`src/design/bgs_pkg.sv`:
```
// Shared constants, register map and types for the bridge gate and short protection block.
// Assumes a 40 MHz system clock and an APB register port with 32-bit data.
package bgs_pkg;
  // ==========================================================
  // Timing
  localparam int CLK_PERIOD_NS = 25;
  localparam int DLY_3U2_NS = 3200;
  localparam int DLY_1U6_NS = 1600;
  localparam int DLY_1U2_NS = 1200;
  localparam int DLY_0U8_NS = 800;
  localparam int DLY_3U2_CYC = (DLY_3U2_NS + CLK_PERIOD_NS - 1) / CLK_PERIOD_NS;
  localparam int DLY_1U6_CYC = (DLY_1U6_NS + CLK_PERIOD_NS - 1) / CLK_PERIOD_NS;
  localparam int DLY_1U2_CYC = (DLY_1U2_NS + CLK_PERIOD_NS - 1) / CLK_PERIOD_NS;
  localparam int DLY_0U8_CYC = (DLY_0U8_NS + CLK_PERIOD_NS - 1) / CLK_PERIOD_NS;
  localparam int RETRY_PAUSE_NS = 10000;
  localparam int RETRY_PAUSE_CYC = (RETRY_PAUSE_NS + CLK_PERIOD_NS - 1) / CLK_PERIOD_NS;
  localparam int RETRY_MAX = 3;
  localparam int CNT_W = 16;

  // ==========================================================
  // Register map
  localparam logic [7:0] CTRL_OFS = 8'h00;
  localparam logic [7:0] STAT_OFS = 8'h04;
  localparam logic [31:0] CTRL_RESET = 32'h0000_0000;
  localparam int CTRL_USED_W = 13;

  // ==========================================================
  // Encodings
  localparam logic [1:0] DRV_MIN = 2'h0;
  localparam logic [1:0] DRV_MED = 2'h1;
  localparam logic [1:0] DRV_MAX = 2'h2;

  // Control register layout, bit 12 downward
  typedef struct packed {
    logic overcurrent_sensitivity_sel;
    logic supply_short_detect_on;
    logic [1:0] short_detect_delay_sel;
    logic ground_short_detect_off;
    logic [1:0] high_side_drive_strength;
    logic [1:0] low_side_drive_strength;
    logic [3:0] slow_decay_off_time;
  } bgs_ctrl_s;

  // Gate driver strength toward the analog drivers
  typedef struct packed {
    logic [1:0] ls_level;
    logic [1:0] hs_level;
    logic hs_temp_comp;
  } bgs_drive_s;

  typedef enum logic [1:0] {CS_RUN, CS_PAUSE, CS_SHUT} bgs_coil_e;
endpackage : bgs_pkg

```
`src/design/bgs_bridge_ctrl.sv`:
```
// Gate control and short protection for two H-bridges, with APB registers.
// Assumes pins are asynchronous to CLK; bridge polarity comes from chopper logic on CLK.
//
// The APB interface to the registers and the register offsets were left to the implementer.
`timescale 1ns/1ps
`default_nettype none
module bgs_bridge_ctrl
  import bgs_pkg::*;
#(
  parameter int PAUSE_CYC = RETRY_PAUSE_CYC
) (
  // Clock and reset
  input wire logic CLK,
  input wire logic RST_N,
  // APB slave
  input wire logic PSEL,
  input wire logic PENABLE,
  input wire logic PWRITE,
  input wire logic [7:0] PADDR,
  input wire logic [31:0] PWDATA,
  output logic [31:0] PRDATA,
  output logic PREADY,
  output logic PSLVERR,
  // Disable pin and polarity from chopper, index 0,1 coil A, 2,3 coil B
  input wire logic HW_DISABLE,
  input wire logic [3:0] WANT_HS,
  // Gate discharged sense pins
  input wire logic [3:0] HS_GATE_OFF,
  input wire logic [3:0] LS_GATE_OFF,
  // Short comparators: coil reached level, low-side drop too high
  input wire logic [3:0] HS_LEVEL_OK,
  input wire logic [3:0] LS_OVERCURRENT,
  // Gate commands and analog settings
  output logic [3:0] HS_ON,
  output logic [3:0] LS_ON,
  output bgs_drive_s DRIVE,
  output logic HS_SENS_HIGH,
  output logic [1:0] SHORT_FLAGS
);
  // ==========================================================
  // Pin synchronisers
  logic [16:0] pins_s;
  logic dis_s;
  logic [3:0] hs_off_s, ls_off_s, lvl_ok_s, ovc_s;

  bgs_sync3 #(.W(17)) u_sync (
    .clk(CLK),
    .rst_n(RST_N),
    .async_in({HW_DISABLE, HS_GATE_OFF, LS_GATE_OFF, HS_LEVEL_OK, LS_OVERCURRENT}),
    .sync_out(pins_s)
  );
  assign {dis_s, hs_off_s, ls_off_s, lvl_ok_s, ovc_s} = pins_s;

  // ==========================================================
  // APB registers
  bgs_ctrl_s ctrl_reg, ctrl_next;
  logic [31:0] rdata_reg, rdata_next;
  logic err_reg, err_next;
  logic [1:0] flag_reg;
  logic [1:0] retry_view [2];
  logic setup, hit_ctrl, hit_stat;

  assign setup = PSEL && !PENABLE;
  assign hit_ctrl = PADDR == CTRL_OFS;
  assign hit_stat = PADDR == STAT_OFS;

  always_comb begin
    ctrl_next = ctrl_reg;
    rdata_next = rdata_reg;
    err_next = err_reg;
    if (PSEL && PENABLE && PWRITE && hit_ctrl) begin
      ctrl_next = PWDATA[CTRL_USED_W-1:0];
    end
    if (setup) begin
      err_next = !(hit_ctrl || hit_stat);
      rdata_next = 32'h0000_0000;
      if (hit_ctrl) begin
        rdata_next[CTRL_USED_W-1:0] = ctrl_reg;
      end else if (hit_stat) begin
        rdata_next[7:0] = {retry_view[1], retry_view[0], 2'h0, flag_reg};
      end
    end
  end

  always_ff @(posedge CLK or negedge RST_N) begin
    if (!RST_N) begin
      ctrl_reg <= CTRL_RESET[CTRL_USED_W-1:0];
      rdata_reg <= 32'h0000_0000;
      err_reg <= 1'b0;
    end else begin
      ctrl_reg <= ctrl_next;
      rdata_reg <= rdata_next;
      err_reg <= err_next;
    end
  end

  // Zero wait states; read data captured in the setup cycle
  assign PREADY = 1'b1;
  assign PRDATA = rdata_reg;
  assign PSLVERR = PSEL && PENABLE && err_reg;

  // ==========================================================
  // Drive strength decode, registered so the analog side sees no glitch
  bgs_drive_s drive_reg, drive_next;

  always_comb begin
    case (ctrl_reg.low_side_drive_strength)
      2'h2: drive_next.ls_level = DRV_MED;
      2'h3: drive_next.ls_level = DRV_MAX;
      default: drive_next.ls_level = DRV_MIN;
    endcase
    drive_next.hs_temp_comp = 1'b0;
    case (ctrl_reg.high_side_drive_strength)
      2'h0: drive_next.hs_level = DRV_MIN;
      2'h1: begin
        drive_next.hs_level = DRV_MIN;
        drive_next.hs_temp_comp = 1'b1;
      end
      2'h2: begin
        drive_next.hs_level = DRV_MED;
        drive_next.hs_temp_comp = 1'b1;
      end
      default: drive_next.hs_level = DRV_MAX;
    endcase
  end

  always_ff @(posedge CLK or negedge RST_N) begin
    if (!RST_N) begin
      drive_reg <= '0;
    end else begin
      drive_reg <= drive_next;
    end
  end
  assign DRIVE = drive_reg;
  assign HS_SENS_HIGH = ctrl_reg.overcurrent_sensitivity_sel;

  // ==========================================================
  // Enable and detection delay
  logic bridge_en;
  logic [7:0] dly_cyc;
  assign bridge_en = !dis_s && (ctrl_reg.slow_decay_off_time != 4'h0);

  always_comb begin
    case (ctrl_reg.short_detect_delay_sel)
      2'h0: dly_cyc = 8'(DLY_3U2_CYC);
      2'h1: dly_cyc = 8'(DLY_1U6_CYC);
      2'h2: dly_cyc = 8'(DLY_1U2_CYC);
      default: dly_cyc = 8'(DLY_0U8_CYC);
    endcase
  end

  // ==========================================================
  // Per half-bridge on-time check
  logic [3:0] hb_ena, hb_fault, hs_evt, ls_evt;

  for (genvar h = 0; h < 4; h++) begin : g_hb
    logic [7:0] cnt_reg, cnt_next;
    logic side_reg, side_next;
    logic timed;

    bgs_half_bridge u_hb (
      .clk(CLK),
      .rst_n(RST_N),
      .ena(hb_ena[h]),
      .want_hs(WANT_HS[h]),
      .hs_gate_off(hs_off_s[h]),
      .ls_gate_off(ls_off_s[h]),
      .hs_on(HS_ON[h]),
      .ls_on(LS_ON[h])
    );

    // Counter restarts on every new conduction phase
    always_comb begin
      side_next = HS_ON[h];
      cnt_next = cnt_reg;
      if (!(HS_ON[h] || LS_ON[h]) || side_reg != HS_ON[h]) begin
        cnt_next = 8'h00;
      end else if (cnt_reg != 8'hFF) begin
        cnt_next = cnt_reg + 8'h01;
      end
    end

    always_ff @(posedge CLK or negedge RST_N) begin
      if (!RST_N) begin
        cnt_reg <= 8'h00;
        side_reg <= 1'b0;
      end else begin
        cnt_reg <= cnt_next;
        side_reg <= side_next;
      end
    end

    assign timed = (side_reg == HS_ON[h]) && (cnt_reg == dly_cyc);
    assign hs_evt[h] = HS_ON[h] && timed && !lvl_ok_s[h]
                       && !ctrl_reg.ground_short_detect_off;
    assign ls_evt[h] = LS_ON[h] && timed && ovc_s[h]
                       && ctrl_reg.supply_short_detect_on;
    assign hb_fault[h] = hs_evt[h] || ls_evt[h];

    a_gnd_det_off: assert property (@(posedge CLK) disable iff (!RST_N)
      ctrl_reg.ground_short_detect_off |-> !hs_evt[h])
      else $error("ground short detected while disabled");
    a_supply_det_off: assert property (@(posedge CLK) disable iff (!RST_N)
      !ctrl_reg.supply_short_detect_on |-> !ls_evt[h])
      else $error("supply short detected while not enabled");
  end

  // ==========================================================
  // Per coil retry and shutdown
  for (genvar c = 0; c < 2; c++) begin : g_coil
    bgs_coil_e st_reg, st_next;
    logic [1:0] try_reg, try_next;
    logic [CNT_W-1:0] wait_reg, wait_next;
    logic flag_next;
    logic flag_bit_reg;
    logic fault;

    assign fault = hb_fault[2*c] || hb_fault[2*c+1];

    always_comb begin
      st_next = st_reg;
      try_next = try_reg;
      wait_next = wait_reg;
      flag_next = flag_reg[c];
      case (st_reg)
        CS_RUN: begin
          if (fault && try_reg == 2'(RETRY_MAX)) begin
            st_next = CS_SHUT;
            flag_next = 1'b1;
          end else if (fault) begin
            st_next = CS_PAUSE;
            try_next = try_reg + 2'h1;
            wait_next = CNT_W'(PAUSE_CYC);
          end
        end
        CS_PAUSE: begin
          if (wait_reg == '0) begin
            st_next = CS_RUN;
          end else begin
            wait_next = wait_reg - 1'b1;
          end
        end
        CS_SHUT: st_next = CS_SHUT;
        default: st_next = CS_RUN;
      endcase
      // Disable wipes the history so re-enable restarts cleanly
      if (!bridge_en) begin
        st_next = CS_RUN;
        try_next = 2'h0;
        wait_next = '0;
        flag_next = 1'b0;
      end
    end

    always_ff @(posedge CLK or negedge RST_N) begin
      if (!RST_N) begin
        st_reg <= CS_RUN;
        try_reg <= 2'h0;
        wait_reg <= '0;
        flag_bit_reg <= 1'b0;
      end else begin
        st_reg <= st_next;
        try_reg <= try_next;
        wait_reg <= wait_next;
        flag_bit_reg <= flag_next;
      end
    end
    assign flag_reg[c] = flag_bit_reg;

    assign hb_ena[2*c] = bridge_en && st_reg == CS_RUN && !fault;
    assign hb_ena[2*c+1] = hb_ena[2*c];
    assign retry_view[c] = try_reg;

    a_shut_coil_off: assert property (@(posedge CLK) disable iff (!RST_N)
      flag_reg[c] |-> ##1 !(HS_ON[2*c] || LS_ON[2*c] || HS_ON[2*c+1] || LS_ON[2*c+1]))
      else $error("shut coil still driven");
    a_flag_needs_try: assert property (@(posedge CLK) disable iff (!RST_N)
      $rose(flag_reg[c]) |-> $past(try_reg) == 2'h3)
      else $error("flag set before three retries");
  end

  assign SHORT_FLAGS = flag_reg;

  // ==========================================================
  // Checks on disable paths and the low-side drive decode
  a_hw_dis_off: assert property (@(posedge CLK) disable iff (!RST_N)
    dis_s |-> ##1 (HS_ON == 4'h0 && LS_ON == 4'h0))
    else $error("bridges driven during hardware disable");
  a_slow_decay_off_time_zero_off: assert property (@(posedge CLK) disable iff (!RST_N)
    ctrl_reg.slow_decay_off_time == 4'h0 |-> ##1 (HS_ON == 4'h0 && LS_ON == 4'h0))
    else $error("bridges driven with zero off time");
  a_flag_clear: assert property (@(posedge CLK) disable iff (!RST_N)
    !bridge_en |-> ##1 SHORT_FLAGS == 2'h0)
    else $error("short flags not cleared by disable");
  a_ls_decode: assert property (@(posedge CLK) disable iff (!RST_N)
    ctrl_reg.low_side_drive_strength == 2'h2 |=> DRIVE.ls_level == DRV_MED)
    else $error("low side strength decode wrong");
endmodule : bgs_bridge_ctrl
`default_nettype wire

```
`src/design/bgs_sync3.sv`:
```
// Three-stage synchroniser with agreement filter for asynchronous pins.
// Assumes the pins are quasi-static relative to a few clock cycles.
`timescale 1ns/1ps
`default_nettype none
module bgs_sync3 #(
  parameter int W = 1
) (
  // Clock and reset
  input wire logic clk,
  input wire logic rst_n,
  // Pins and filtered result
  input wire logic [W-1:0] async_in,
  output logic [W-1:0] sync_out
);
  logic [W-1:0] s1_reg, s2_reg, s3_reg, out_reg, out_next;

  // Change accepted only once stages two and three agree
  always_comb begin
    out_next = out_reg;
    for (int i = 0; i < W; i++) begin
      if (s2_reg[i] == s3_reg[i]) begin
        out_next[i] = s3_reg[i];
      end
    end
  end

  always_ff @(posedge clk or negedge rst_n) begin
    if (!rst_n) begin
      s1_reg <= '0;
      s2_reg <= '0;
      s3_reg <= '0;
      out_reg <= '0;
    end else begin
      s1_reg <= async_in;
      s2_reg <= s1_reg;
      s3_reg <= s2_reg;
      out_reg <= out_next;
    end
  end

  assign sync_out = out_reg;
endmodule : bgs_sync3
`default_nettype wire

```
`src/design/bgs_half_bridge.sv`:
```
// Break-before-make sequencing for one half-bridge.
// Assumes gate-discharged sense inputs are already synchronised.
`timescale 1ns/1ps
`default_nettype none
module bgs_half_bridge (
  // Clock and reset
  input wire logic clk,
  input wire logic rst_n,
  // Command
  input wire logic ena,
  input wire logic want_hs,
  // Gate sense, high when that gate is discharged
  input wire logic hs_gate_off,
  input wire logic ls_gate_off,
  // Gate on commands
  output logic hs_on,
  output logic ls_on
);
  logic hs_reg, hs_next, ls_reg, ls_next;

  // A side only turns on once the opposite gate is sensed discharged
  always_comb begin
    hs_next = ena && want_hs && (hs_reg || (!ls_reg && ls_gate_off));
    ls_next = ena && !want_hs && (ls_reg || (!hs_reg && hs_gate_off));
  end

  always_ff @(posedge clk or negedge rst_n) begin
    if (!rst_n) begin
      hs_reg <= 1'b0;
      ls_reg <= 1'b0;
    end else begin
      hs_reg <= hs_next;
      ls_reg <= ls_next;
    end
  end

  assign hs_on = hs_reg;
  assign ls_on = ls_reg;

  a_no_cross_cond: assert property (@(posedge clk) disable iff (!rst_n) !(hs_on && ls_on))
    else $error("both transistors of a half-bridge on");
  a_bbm_hs_turnon: assert property (@(posedge clk) disable iff (!rst_n)
    $rose(hs_on) |-> $past(ls_gate_off) && !$past(ls_on))
    else $error("high side on before low gate discharged");
  a_bbm_ls_turnon: assert property (@(posedge clk) disable iff (!rst_n)
    $rose(ls_on) |-> $past(hs_gate_off) && !$past(hs_on))
    else $error("low side on before high gate discharged");
endmodule : bgs_half_bridge
`default_nettype wire

```
`config.mk`:
```
export PLATFORM = sky130hd
export DESIGN_NAME = bgs_bridge_ctrl
export DESIGN_NICKNAME = d
export VERILOG_FILES = /design/src/design/bgs_pkg.sv /design/src/design/bgs_bridge_ctrl.sv /design/src/design/bgs_sync3.sv /design/src/design/bgs_half_bridge.sv
export SDC_FILE = /design/constraint.sdc
export NUM_CORES = 1
export LEC_CHECK = 0
export ABC_AREA = 0
export BUFFER_PORTS_ARGS = -buffer_cell sky130_fd_sc_hd__buf_2
export CAP_MARGIN = 5
export CORE_MARGIN = 3
export CORE_UTILIZATION = 52
export DETAILED_ROUTE_END_ITERATION = 8
export PLACE_DENSITY_LB_ADDON = 0.12
export RECOVER_POWER = 100
export SYNTH_ARGS = -nofsm -noshare
export SYNTH_HDL_FRONTEND = slang
export SYNTH_SLANG_ARGS = --single-unit
```
`constraint.sdc`:
```
create_clock -name CLK -period 2.35 [get_ports CLK]
set_input_delay 0.5875 -clock CLK [delete_from_list [all_inputs] [get_ports CLK]]
set_output_delay 0.5875 -clock CLK [all_outputs]
set_load 0.01 [all_outputs]
```
==> flow_metrics.py <==
metrics = {
    "status": {
        "status": "finished with violations",
        "failed_checks": "negative setup slack",
    },
    "sta": {
        "number_of_endpoints_failing_setup_at_the_final_stage": 11,
        "worst_slew_margin_rel_pct": 14.8,
        "timing.final.max_slew_violations": 0,
        "rsz0062_at_grt": "true",
        "final.setup.worst_slack_ps": -83.8,
        "final.setup_skew_ps": 6.63,
        "tightestPinTransition_ps": 1280,
        "final.hold.worst_slack_ps": 258,
        "max_freq_ghz": 0.411,
        "post-route-min-period_ps": 2430,
        "final-hold-violation-count": 0,
        "post-route-period-util_pct": 104,
    },
    "cts": {
        "cts-htree-levels": 4,
        "numClockSinks": 186,
        "cts_max_path_buffers": 2,
        "clk_transition_reported_paths_ps": 70,
        "clk-insertion-delay-late_ps": 430,
        "cts_tree": "yes",
        "tritoncts.num_buffers": 17,
        "root_buffer": "sky130_fd_sc_hd__clkbuf_16",
    },
    "power_and_ir_drop": {
        "net-switching-power_mw": 1.52,
        "power.ir.vdd_worst_v": 0.000843,
        "power.combinational.fraction_pct": 4.2,
        "power_density_nw_per_um2": 664,
        "power_report.internal_total_mw": 5.00,
        "sw_frac_of_total_pct": 23.3,
        "clock_power_share_pct": 44.7,
        "p_seq_share_pct": 51.1,
        "power.leakage_nw": 4.53,
    },
    "grt": {
        "global_route.peak_usage_layer": "met2",
        "grt_overflow_total": 0,
        "antenna_found_initial": 0,
        "groute.layer.met2.usage_pct": 35.1,
        "grt_pass1_wl_um": 28200,
        "use_met1_pct": 27.9,
        "first_global_vias": 5956,
        "grtUsageMet3_pct": 4.15,
        "track_usage_pct": 20.9,
        "grt_start_max_net_pins": 53,
    },
    "routing": {
        "remaining_routing_drc_violations": 0,
        "drt-total-wl_um": 17200,
        "pre_repair_dr_iteration_count": 6,
        "vias": 6083,
        "routed_wire_length_per_instance_um": 15.7,
        "drt_first_iter_violations": 337,
        "average_vias_per_placed_instance": 5.56,
        "antenna_violating_nets_post_route": 0,
    },
    "synth": {
        "dominantRegCellSynth": "sky130_fd_sc_hd__dfrtp_1",
        "synth_top_area_cell": "sky130_fd_sc_hd__dfrtp_1",
        "synth_edf_count": 0,
        "synth-warning-count": 0,
        "synthTopCellsByCount": "sky130_fd_sc_hd__dfrtp_1 (186), sky130_fd_sc_hd__nor2_1 (78), sky130_fd_sc_hd__nand2_1 (64), sky130_fd_sc_hd__o21ai_0 (54)",
        "yosysMostFrequentCell": "sky130_fd_sc_hd__dfrtp_1",
        "post_synth_inst_count": 750,
        "synth.yosys.seq_area_share_pct": 57.5,
        "ys_ff_latch": 186,
        "synth_top_cell_area_share_pct": 57.5,
        "synthDistinctLibCells": 64,
        "post_synthesis_async_set_or_reset_flop_share_pct": 100,
        "syn_avg_cell_area_um2": 10.8,
        "synth.top_cells.by_area": "sky130_fd_sc_hd__dfrtp_1 (57%), sky130_fd_sc_hd__nor2_1 (3.6%), sky130_fd_sc_hd__o21ai_0 (3.3%)",
        "syn-cell-area_um2": 8100,
    },
    "job": {
        "maxCapViolations": 0,
    },
    "worst_setup_path": {
        "critical_path.startpoint": "ctrl_reg[9]",
        "reg2reg_slack_ps": -80,
        "cp_class": "register to register",
        "critPathCaptureType": "register",
        "critPathArrivalTime_ps": 2760,
        "critPathRequiredTime_ps": 2670,
        "worstSetupStartpointType": "register",
        "timing.reg2reg.worst_path_depth": 8,
        "worstReg2RegStart": "ctrl_reg[9]",
        "r2r_end": "g_coil[1].wait_reg[4]",
        "crit_fanout": 4,
    },
    "final_layout": {
        "antenna-diode-count": 0,
        "fin_nets": 979,
        "final_core_util_pct": 66.1,
        "flow.area_growth_from_synthesis_pct": 21.4,
        "final_layout_size_suffix_gt1_share_pct": 22.2,
        "fill_cells": 1195,
    },
    "die": {
        "area_of_the_placeable_core_um2": 14900,
        "fp.dieArea_um2": 17100,
        "initial_utilization_pct": 54.5,
        "fp-row-count": 44,
        "fp.dieW_um": 131,
        "floorplan.die.height_um": 131,
        "ios": 116,
    },
    "min_path": {
        "timing.hold.worst.class": "input pin to register",
        "worst_hold_path.num_cells": 1,
        "hold_path_end": "u_sync.s1_reg[15]",
        "hold_sp": "HS_GATE_OFF[3]",
    },
    "place": {
        "gp_routability_congestion": 0.848,
        "placement.io_buffers": 76,
        "dp_hpwl_um": 12000,
    },
}
## per-stage QoR
stage | area [um2] | std cells | total power [mW] | setup TNS (ps) | setup slack, ps
2_1_floorplan | 8170 | 768 | 3.52 | 0 | 5.56
3_3_place_gp | 9080 | 1055 | 3.66 | -849 | -105
3_5_place_dp | 9080 | 1055 | 3.67 | -1600 | -137
4_1_cts | 9810 | 1092 | 6.59 | -552 | -116
5_1_grt | 9830 | 1095 | 6.77 | -2960 | -180
6_report | 9830 | 1095 | 6.52 | -441 | -83.8
## layout make-up
cell class	count	area (um2)	area share [%]
Multi-Input combinational cell	515	3300	33.6
Clock inverter	14	176	1.80
Tap cell	184	230	2.34
Inverter	22	82.6	0.840
Timing Repair Buffer	157	956	9.73
Clock buffer	17	425	4.33
Sequential cell	186	4660	47.4
## layer usage
layer	share of wire, %	routed length (um)
met1	45	7730
met2	49	8420
met3	4.4	754
met4	1.5	252
met5	0	0
## cells by family (layout without fill, tap and decap cells)
family	Yosys count	after routing	share of synthesized area [%]
buffers and inverters	67	210	4.68
adder cells (fa/ha/maj)	31	31	4.26
other	2	20	0.0927
AO/OA/AOI/OAI	141	141	11.0
multiplexers	21	21	2.78
AND/OR/NAND/NOR	284	284	17.7
XOR/XNOR	18	18	1.95
flip-flops	186	186	57.5
## power by group through the flow
| stage | registers, mW | clock network (mW) | logic, mW |
|---|---|---|---|
| CTS | 3.33 | 2.98 | 0.284 |
| detailed placement | 3.39 | 0 | 0.275 |
| floorplan | 3.38 | 0 | 0.142 |
| global placement | 3.39 | 0 | 0.268 |
| global route | 3.34 | 3.12 | 0.309 |
| finish | 3.33 | 2.92 | 0.274 |
## critical path, stage by stage, from the launching register on
cell                       delay (ps)
sky130_fd_sc_hd__dfrtp_1          430
sky130_fd_sc_hd__buf_6            140
sky130_fd_sc_hd__or4b_4           500
sky130_fd_sc_hd__o211ai_2         160
sky130_fd_sc_hd__a21oi_2           90
sky130_fd_sc_hd__nor3_2           130
sky130_fd_sc_hd__o21ai_2          110
sky130_fd_sc_hd__or4b_1           510
sky130_fd_sc_hd__a32o_1           260
## what timing repair did
action | in CTS | in global routing
pin swaps | 8 | 11
resized for setup | 24 | 29
setup endpoints to repair | 27 | 37
hold buffers | 0 | 0
buffers inserted | 7 | 3
## worst max path at each step
stage                                   endpoint  slack (ps)  cells past startpoint
after floorplan            g_coil[0].wait_reg[7]           6                     10
after global placement     g_coil[1].wait_reg[4]        -110                      8
after detailed placement  g_coil[0].wait_reg[13]        -140                      9
after CTS                  g_coil[1].wait_reg[4]        -120                      8
after global routing       g_coil[1].wait_reg[4]        -180                      7
final                      g_coil[1].wait_reg[4]         -80                      8
## cells in the final DEF (no fill, tap or decap), drive strengths merged, types with 3 or more instances in the layout
| master | n |
|---|---|
| dfrtp | 186 |
| buf | 112 |
| nor2 | 78 |
| o21ai | 65 |
| nand2 | 64 |
| clkbuf | 61 |
| nand3 | 30 |
| inv | 30 |
| a21oi | 28 |
| conb | 20 |
| nor3 | 19 |
| maj3 | 17 |
| ha | 14 |
| nor2b | 13 |
| xor2 | 12 |
| mux2 | 12 |
| o31ai | 12 |
| and3 | 11 |
| or3 | 10 |
| mux2i | 9 |
| nand2b | 9 |
| and2 | 8 |
| nor4 | 8 |
| nand4 | 7 |
| xnor2 | 6 |
| nand3b | 6 |
| nor3b | 4 |
| o41ai | 4 |
| or4b | 4 |
| or4 | 4 |
| clkinv | 4 |
| o31a | 3 |
| o221a | 3 |
| and4 | 3 |
| a32o | 3 |
| or2 | 3 |
| o22ai | 3 |
Power figures use the tool's default switching activity.
